<file path="src/inc/mpfm_pkg.sv">
// package for the mode-dependent pin function multiplexer
// assumes a 32-bit classic wishbone register bus with byte addresses
`default_nettype none

package mpfm_pkg;

  // ----------------------------------------------------------------------
  // operating modes, one-hot
  // ----------------------------------------------------------------------
  typedef enum logic [2:0] {
    MPFM_REPEATER = 3'h1,
    MPFM_ADAPTER  = 3'h2,
    MPFM_TEST     = 3'h4
  } mpfm_mode_type;

  // ----------------------------------------------------------------------
  // register map
  // ----------------------------------------------------------------------
  localparam logic [3:0]  CTRL_ADDR       = 4'h0;
  localparam logic [3:0]  STAT_ADDR       = 4'h4;
  localparam logic [3:0]  CTRL_RESET      = 4'h0;

  // control field positions
  localparam int          CTRL_ADAPTER    = 0;
  localparam int          CTRL_FULL_DUP   = 1;
  localparam int          CTRL_ALT_ADV    = 2;
  localparam int          CTRL_FLOAT_REQ  = 3;

  // status field positions
  localparam int          STAT_MODE_LSB   = 0;
  localparam int          STAT_SPEED100   = 3;
  localparam int          STAT_LEGACY     = 4;
  localparam int          STAT_LINK_OK    = 5;
  localparam int          STAT_TEST_EXEC  = 6;
  localparam int          STAT_SLAVE_OFF  = 7;
  localparam int          STAT_ADDR_LSB   = 8;

  localparam int          PIN_COUNT       = 8;

endpackage

`default_nettype wire

</file>
<file path="src/core/mpfm_pin_sampler.sv">
// input register stage for the multiplexed configuration pins
// assumes the pins are synchronous to clk_i
`timescale 1ns/100ps
`default_nettype none

module mpfm_pin_sampler
(
  input  wire logic                          clk_i,
  input  wire logic                          rst_i,
  input  wire logic                          ce_i,
  input  wire logic [mpfm_pkg::PIN_COUNT-1:0] pins_i,
  output logic      [mpfm_pkg::PIN_COUNT-1:0] pins_o
);

  logic [mpfm_pkg::PIN_COUNT-1:0] pins;
  logic [mpfm_pkg::PIN_COUNT-1:0] next_pins;

  always_comb
  begin
    next_pins = pins;
    if (ce_i)
    begin
      next_pins = pins_i;
    end
  end

  // reset value is a constant; pins settle before first use
  always_ff @(posedge clk_i)
  begin
    if (rst_i)
    begin
      pins <= '0;
    end
    else
    begin
      pins <= next_pins;
    end
  end

  assign pins_o = pins;

endmodule

`default_nettype wire

</file>
<file path="src/core/mpfm_pin_mux.sv">
// mode-dependent function multiplexer for shared configuration pins
// assumes synchronous pins, a classic wishbone master, one clock domain
`timescale 1ns/100ps
`default_nettype none

module mpfm_pin_mux
(
  input  wire logic        clk_i,
  input  wire logic        rst_i,
  input  wire logic        ce_i,
  // wishbone slave
  input  wire logic        wb_cyc_i,
  input  wire logic        wb_stb_i,
  input  wire logic        wb_we_i,
  input  wire logic [3:0]  wb_adr_i,
  input  wire logic [3:0]  wb_sel_i,
  input  wire logic [31:0] wb_dat_i,
  output logic      [31:0] wb_dat_o,
  output logic             wb_ack_o,
  // shared pins
  input  wire logic        test_enable_i,
  input  wire logic        force_speed_select_i,
  input  wire logic        port_addr_bit4_i,
  input  wire logic        port_addr_bit3_i,
  output logic             port_addr_bit3_o,
  output logic             port_addr_bit3_oe_o,
  input  wire logic        port_addr_bit2_i,
  input  wire logic        port_addr_bit1_i,
  input  wire logic        port_addr_bit0_i,
  // decoded functions
  output logic [2:0]       mode_o,
  output logic             speed_100_o,
  output logic [4:0]       mgmt_addr_o,
  output logic             mac_legacy_fmt_o,
  output logic             slave_off_o,
  output logic             slave_link_ok_o,
  output logic             test_serial_in_o,
  output logic             test_execute_o,
  output logic             test_clock_o
);

  // ----------------------------------------------------------------------
  // pin sampling
  // ----------------------------------------------------------------------
  logic [mpfm_pkg::PIN_COUNT-1:0] pins;
  logic                           s_test_en;
  logic                           s_force;
  logic [4:0]                     s_addr;

  mpfm_pin_sampler u_sampler
  (
    .clk_i  (clk_i),
    .rst_i  (rst_i),
    .ce_i   (ce_i),
    .pins_i ({port_addr_bit4_i, port_addr_bit3_i, port_addr_bit2_i,
              port_addr_bit1_i, port_addr_bit0_i, force_speed_select_i,
              test_enable_i, 1'b0}),
    .pins_o (pins)
  );

  assign s_addr    = pins[7:3];
  assign s_force   = pins[2];
  assign s_test_en = pins[1];

  // ----------------------------------------------------------------------
  // control register and bus slave
  // ----------------------------------------------------------------------
  logic [3:0]  ctrl;
  logic [3:0]  next_ctrl;
  logic        ack;
  logic        next_ack;
  logic [31:0] rdata;
  logic [31:0] next_rdata;
  logic [31:0] status;
  logic        req;

  // one wait state: ack the cycle after the request, drop it after that
  assign req = wb_cyc_i & wb_stb_i & ~ack;

  always_comb
  begin
    next_ctrl  = ctrl;
    next_ack   = ack;
    next_rdata = rdata;
    if (ce_i)
    begin
      next_ack = req;
      if (req && wb_we_i && wb_adr_i == mpfm_pkg::CTRL_ADDR && wb_sel_i[0])
      begin
        next_ctrl = wb_dat_i[3:0];
      end
      if (req && !wb_we_i)
      begin
        unique case (wb_adr_i)
          mpfm_pkg::CTRL_ADDR: next_rdata = {28'h0000000, ctrl};
          mpfm_pkg::STAT_ADDR: next_rdata = status;
          // unmapped addresses are acknowledged and read as zero
          default:             next_rdata = 32'h00000000;
        endcase
      end
    end
  end

  always_ff @(posedge clk_i)
  begin
    if (rst_i)
    begin
      ctrl  <= mpfm_pkg::CTRL_RESET;
      ack   <= 1'b0;
      rdata <= 32'h00000000;
    end
    else
    begin
      ctrl  <= next_ctrl;
      ack   <= next_ack;
      rdata <= next_rdata;
    end
  end

  assign wb_ack_o = ack;
  assign wb_dat_o = rdata;

  // ----------------------------------------------------------------------
  // mode state
  // ----------------------------------------------------------------------
  mpfm_pkg::mpfm_mode_type mode;
  mpfm_pkg::mpfm_mode_type next_mode;

  always_comb
  begin
    next_mode = mode;
    if (ce_i)
    begin
      if (s_test_en)
      begin
        next_mode = mpfm_pkg::MPFM_TEST;
      end
      else if (ctrl[mpfm_pkg::CTRL_ADAPTER])
      begin
        next_mode = mpfm_pkg::MPFM_ADAPTER;
      end
      else
      begin
        next_mode = mpfm_pkg::MPFM_REPEATER;
      end
    end
  end

  always_ff @(posedge clk_i)
  begin
    if (rst_i)
    begin
      mode <= mpfm_pkg::MPFM_REPEATER;
    end
    else
    begin
      mode <= next_mode;
    end
  end

  // ----------------------------------------------------------------------
  // function decode
  // ----------------------------------------------------------------------
  logic       speed100;
  logic       next_speed100;
  logic [4:0] maddr;
  logic [4:0] next_maddr;
  logic       legacy;
  logic       next_legacy;
  logic       sl_off;
  logic       next_sl_off;
  logic       link_ok;
  logic       next_link_ok;
  logic       tdata;
  logic       next_tdata;
  logic       test_execute;
  logic       next_test_execute;
  logic       tclk;
  logic       next_tclk;
  logic       float_drv;
  logic       alt_adv;

  assign alt_adv   = ctrl[mpfm_pkg::CTRL_ALT_ADV];
  assign float_drv = ctrl[mpfm_pkg::CTRL_FLOAT_REQ];

  // outputs of inactive modes hold their last value, except sl_off, link_ok and test_execute, which clear; speed and address
  // stay latched so leaving repeater mode does not glitch the config
  always_comb
  begin
    next_speed100 = speed100;
    next_maddr    = maddr;
    next_legacy   = legacy;
    next_sl_off   = sl_off;
    next_link_ok  = link_ok;
    next_tdata    = tdata;
    next_test_execute    = test_execute;
    next_tclk     = tclk;
    if (ce_i)
    begin
      next_sl_off  = 1'b0;
      next_link_ok = 1'b0;
      next_test_execute   = 1'b0;
      unique case (mode)
        mpfm_pkg::MPFM_REPEATER:
        begin
          next_speed100 = s_force;
          next_maddr    = s_addr;
        end
        mpfm_pkg::MPFM_ADAPTER:
        begin
          if (ctrl[mpfm_pkg::CTRL_FULL_DUP])
          begin
            next_legacy = s_force;
          end
          next_sl_off  = float_drv & alt_adv;
          next_link_ok = alt_adv & ~s_addr[2];
        end
        mpfm_pkg::MPFM_TEST:
        begin
          next_tdata = s_addr[4];
          next_test_execute = s_addr[1];
          next_tclk  = s_addr[0];
        end
        default:
        begin
          next_test_execute = 1'b0;
        end
      endcase
    end
  end

  always_ff @(posedge clk_i)
  begin
    if (rst_i)
    begin
      speed100 <= 1'b0;
      maddr    <= 5'h00;
      legacy   <= 1'b0;
      sl_off   <= 1'b0;
      link_ok  <= 1'b0;
      tdata    <= 1'b0;
      test_execute    <= 1'b0;
      tclk     <= 1'b0;
    end
    else
    begin
      speed100 <= next_speed100;
      maddr    <= next_maddr;
      legacy   <= next_legacy;
      sl_off   <= next_sl_off;
      link_ok  <= next_link_ok;
      tdata    <= next_tdata;
      test_execute    <= next_test_execute;
      tclk     <= next_tclk;
    end
  end

  // float control drives the shared pin only in adapter mode
  assign port_addr_bit3_oe_o = (mode == mpfm_pkg::MPFM_ADAPTER);
  assign port_addr_bit3_o    = float_drv;

  // ----------------------------------------------------------------------
  // status word and outputs
  // ----------------------------------------------------------------------
  always_comb
  begin
    status = 32'h00000000;
    status[mpfm_pkg::STAT_MODE_LSB +: 3] = mode;
    status[mpfm_pkg::STAT_SPEED100]      = speed100;
    status[mpfm_pkg::STAT_LEGACY]        = legacy;
    status[mpfm_pkg::STAT_LINK_OK]       = link_ok;
    status[mpfm_pkg::STAT_TEST_EXEC]     = test_execute;
    status[mpfm_pkg::STAT_SLAVE_OFF]     = sl_off;
    status[mpfm_pkg::STAT_ADDR_LSB +: 5] = maddr;
  end

  assign mode_o           = mode;
  assign speed_100_o      = speed100;
  assign mgmt_addr_o      = maddr;
  assign mac_legacy_fmt_o = legacy;
  assign slave_off_o      = sl_off;
  assign slave_link_ok_o  = link_ok;
  assign test_serial_in_o = tdata;
  assign test_execute_o   = test_execute;
  assign test_clock_o     = tclk;

endmodule

`default_nettype wire

</file>
<file path="config.mk">
export PLATFORM = sky130hd
export DESIGN_NAME = mpfm_pin_mux
export DESIGN_NICKNAME = d
export VERILOG_FILES = /design/src/inc/mpfm_pkg.sv /design/src/core/mpfm_pin_sampler.sv /design/src/core/mpfm_pin_mux.sv
export SDC_FILE = /design/constraint.sdc
export NUM_CORES = 1
export LEC_CHECK = 0
export BUFFER_PORTS_ARGS = -buffer_cell sky130_fd_sc_hd__clkbuf_2
export CORE_UTILIZATION = 40
export DETAILED_ROUTE_END_ITERATION = 16
export GPL_ROUTABILITY_DRIVEN = 0
export PLACE_DENSITY = 0.76
export SLEW_MARGIN = 5
export SYNTH_ARGS = -nofsm -noshare
export SYNTH_HDL_FRONTEND = slang
export SYNTH_HIERARCHICAL = 1
export SYNTH_SLANG_ARGS = --single-unit
</file>
<file path="constraint.sdc">
create_clock -name clk_i -period 1.17 [get_ports clk_i]
set_input_delay 0.117 -clock clk_i [delete_from_list [all_inputs] [get_ports clk_i]]
set_output_delay 0.117 -clock clk_i [all_outputs]
set_load 0.01 [all_outputs]
</file>
; Yosys cells after proc, flatten, opt, wreduce, memory -nomap -nowiden
; Index checks and enable logic that the tools add are counted.
[classes]
eq_ne = 4
n_bitwise = 6
mux = 6
reduce_logical = 11
[op_table]
columns = cell, n
row1 = $pmux 13 s2, 1
row2 = $reduce_and 2->1, 4
row3 = $and 1x1->1, 4
row4 = $eq 4x3->1 const B, 1
row5 = $logic_and 1x1->1, 4
row6 = $logic_not 4->1, 1
row7 = $eq 3x1->1 const B, 1
row8 = $eq 3x2->1 const B, 1
row9 = $eq 3x3->1 const B, 1
row10 = $mux 1, 3
row11 = $mux 3, 1
row12 = $reduce_and 3->1, 1
row13 = $mux 2, 1
row14 = $not 1->1, 2
row15 = $logic_not 1->1, 1
[word_totals]
word_cells = 40
regBits = 59
inputBits = 53

; Logic depth before layout (Yosys ltp)
[depth]
ltp_word = 6
depth_mapped = 5

; Hierarchy
; The synthesis kept the hierarchy.
[by_module_without_submodules]
columns = module, area_each_um2, instances, cells_each, seq_area_each_um2
row1 = mpfm_pin_mux, 1582.8, 1, 167, 660.6
row2 = mpfm_pin_sampler, 285.3, 1, 26, 160.2

; Worst setup path after synthesis
; No wires, ideal clock.
[synth_timing]
path_type = register -> register
start = register mode[0], in the netlist mode_o[0]
end = register maddr[0], in the netlist mgmt_addr_o[0]
path_buffers = 1
stages_incl_launch_ff = 5
setup_ps = 128
path_slack_ps = -86
arrival_ps = 1128
cell_sequence = dfxtp_1 nor4bb_1 buf_2 mux2i_1 nor2_1
[synth_via]
elab_chain_len = 2
[synth_lines]
columns = element, line_no
row1 = start: declaration, mpfm_pin_mux.sv:126  ; mpfm_pkg::mpfm_mode_type mode;
row2 = start signal: assignment, mpfm_pin_mux.sv:153  ; mode <= mpfm_pkg::MPFM_REPEATER;
row3 = start signal: assignment, mpfm_pin_mux.sv:157  ; mode <= next_mode;
row4 = $eq 3x1->1, mpfm_pin_mux.sv:203  ; unique case (mode)
row5 = $reduce_and 2->1 (no source line), --
row6 = end signal: assignment, mpfm_pin_mux.sv:248  ; maddr <= next_maddr;
row7 = end: declaration, mpfm_pin_mux.sv:166  ; logic [4:0] maddr;
; No other way between the ends.
; A chain may end at the register's enable or synchronous reset.

; Final worst setup path
[layout_timing]
start = register mode[2], in the netlist mode_o[2]
end = register speed100, in the netlist speed_100_o
[layout_via]
elab_chain_len = 2
[layout_lines]
columns = element, line_no
row1 = $eq 3x1->1, mpfm_pin_mux.sv:203
row2 = $reduce_and 2->1 (no source line), --
row3 = end signal: assignment, mpfm_pin_mux.sv:247  ; speed100 <= next_speed100;
row4 = end: declaration, mpfm_pin_mux.sv:164  ; logic speed100;
; No other way between the ends.

==> impl_metrics.json <==
{
  "max-clock-path-buffers": 2,
  "worstPathRequired_ns": 1.33,
  "drt-initial-drc-count": 82,
  "die_x_um": 69.7,
  "rr_endpoint": "speed_100_o$_SDFFE_PP0P_",
  "syn_inst": 190,
  "drive_gt1_frac": 0.424,
  "slowest_stage": "dfxtp_2",
  "firstDrtPassIters": 4,
  "hold_violations": 0,
  "cp_data_arrival_time_ns": 1.45,
  "grt_pass1_wl_um": 6790,
  "r2r_cells": 5,
  "powerDensity_nw_per_um2": 1090,
  "worst-r2r-setup-slack_ns": -0.12,
  "whs_ns": 0.0601,
  "outcome": "finished, violations left",
  "cts_tree": "yes",
  "layout_common_cells": "clkbuf_2, dfxtp_1, conb_1",
  "min_to": "ctrl[3]$_SDFFE_PP0P_",
  "port-buffer-count": 52,
  "hold_start": "wb_dat_i[3]",
  "worst_slack_ns": -0.119,
  "wirelength_um": 4420,
  "clock-sinks": 40,
  "ios": 103,
  "initial_utilization": 0.418,
  "startpoint_type": "flip-flop",
  "setup_viol": 21,
  "crit_family": "flip-flops",
  "cp-end-kind": "flip-flop",
  "cp_common_cell": "buf_6",
  "die-height_um": 69.7,
  "grt_max_degree": 31,
  "path_class": "reg2reg",
  "num_vias": 1588,
  "reg2reg_from": "mode_o[2]$_SDFFE_PP0P_",
  "slew_headroom": 0.640,
  "grt-ovfl-total": 0,
  "timing.critical_path.buf_inv": 2,
  "grt_pass1_vias": 1458,
  "die_area_sq_um": 4860,
  "cts_max_level": 2,
  "hp-class": "in2reg",
  "antenna_found_initial": 0,
  "area_delta_synth_final_pct": 34.4,
  "nets": 315,
  "root_buffer": "clkbuf_8",
  "final_util": 0.563,
  "worstPathCellList": "buf_6, nor4bb_4, buf_6, mux2i_1, nor2_1",
  "yosysWarnings": 6,
  "grt_usage": 0.180,
  "fin_worst_skew_ns": 0.00504,
  "viasPerCell": 5.06,
  "slowest_delay_ns": 0.33,
  "clk_latency_ns": 0.29,
  "wl_per_cell_um": 14.1,
  "peakVddDrop_mv": 0.617,
  "rsz0062_at_grt": "yes",
  "dp_hpwl_um": 2890,
  "remaining_drc_errors": 0,
  "clkTransAtPathRegs_ns": 0.07,
  "layout.cells.most_common": "clkbuf_2",
  "dp_slack_ns": -0.123,
  "rows": 24,
  "synth.avg_cell_area_sq_um": 9.65,
  "p_leak_nw": 1.07,
  "core_area_sq_um": 4380,
  "drv_slew": 0,
  "post-route-period-util": 1.10,
  "n_antenna_cell": 0,
  "worst_slew_pin_slew_ns": 0.540,
  "fmax_mhz": 776,
  "hold_depth": 3,
  "postRouteAntennaNets": 0,
  "violations": "negative setup slack",
  "cp_max_fo": 6,
  "drv_cap": 0,
  "netlist_area_sq_um": 1830,
  "period_minus_slack_ns": 1.29,
  "numCtsBuffers": 5
}
-- how the worst max path moves through the flow --
| stage | start | to | slack (ns) | cells after the start |
|---|---|---|---|---|
| floorplan | mode_o[0]$_SDFFE_PP1P_ | mgmt_addr_o[0]$_SDFFE_PP0P_ | 0.001 | 4 |
| global placement | mode_o[2]$_SDFFE_PP0P_ | slave_link_ok_o$_SDFFE_PP0P_ | -0.09 | 5 |
| detailed placement | wb_ack_o$_SDFFE_PP0P_ | wb_dat_o[4]$_SDFFE_PP0P_ | -0.12 | 3 |
| CTS | mode_o[2]$_SDFFE_PP0P_ | speed_100_o$_SDFFE_PP0P_ | -0.14 | 5 |
| global route | mode_o[2]$_SDFFE_PP0P_ | speed_100_o$_SDFFE_PP0P_ | -0.19 | 5 |
| finish | mode_o[2]$_SDFFE_PP0P_ | speed_100_o$_SDFFE_PP0P_ | -0.12 | 5 |
-- final cells by class --
class                           count  area [sq um]
Fill cell                         389          1920
Timing Repair Buffer               76           473
Multi-Input combinational cell    129           986
Tap cell                           52          65.1
Clock buffer                        7          96.3
Inverter                           10          37.5
Sequential cell                    40           808
-- per-stage QoR --
step / instance area (sq um) / cells / setup TNS, ns / total power, mW
2_1_floorplan: 1910 / 208 / 0 / 1.65
3_3_place_gp: 2180 / 301 / -0.885 / 1.70
3_5_place_dp: 2180 / 301 / -1.43 / 1.71
4_1_cts: 2380 / 313 / -1.54 / 2.68
5_1_grt: 2470 / 314 / -2.86 / 2.79
6_report: 2470 / 314 / -1.28 / 2.69
-- metal layers --
layer  vias to the layer above  track usage  part of all wire
li1                        778            -                 -
met1                       735        0.219              0.43
met2                        64        0.297              0.50
met3                        11       0.0363             0.049
met4                         0       0.0978             0.029
met5                         -            0                 0
-- power breakdown --
| group | switching, mW | total (mW) | leakage [nW] | internal, mW |
|---|---|---|---|---|
| clock | 0.449 | 0.973 | 0.0503 | 0.525 |
| combinational | 0.178 | 0.308 | 0.693 | 0.131 |
| sequential | 0.0215 | 1.41 | 0.326 | 1.39 |
| total | 0.648 | 2.69 | 1.07 | 2.04 |
-- sequential cells by signal (all words and copies together), names as in the netlist --
register	count
mode_o	3
mac_legacy_fmt_o	1
slave_off_o	1
wb_ack_o	1
ctrl	4
speed_100_o	1
wb_dat_o	13
test_execute_o	1
test_serial_in_o	1
mgmt_addr_o	5
slave_link_ok_o	1
u_sampler/pins_o	7
test_clock_o	1
-- tightest hold or removal path, stage by stage --
cell and delay (ns):
clkbuf_2 0.08, nand4_1 0.06, a21oi_1 0.06
-- timing repair --
action	CTS	global route
endpoints found under the setup margin	28	30
hold buffers	0	0
setup buffers	5	0
pin swaps	14	5
endpoints found under the hold margin	0	0
gates cloned	1	1
gates resized for setup	16	15
(Power assumes the default switching activity.)
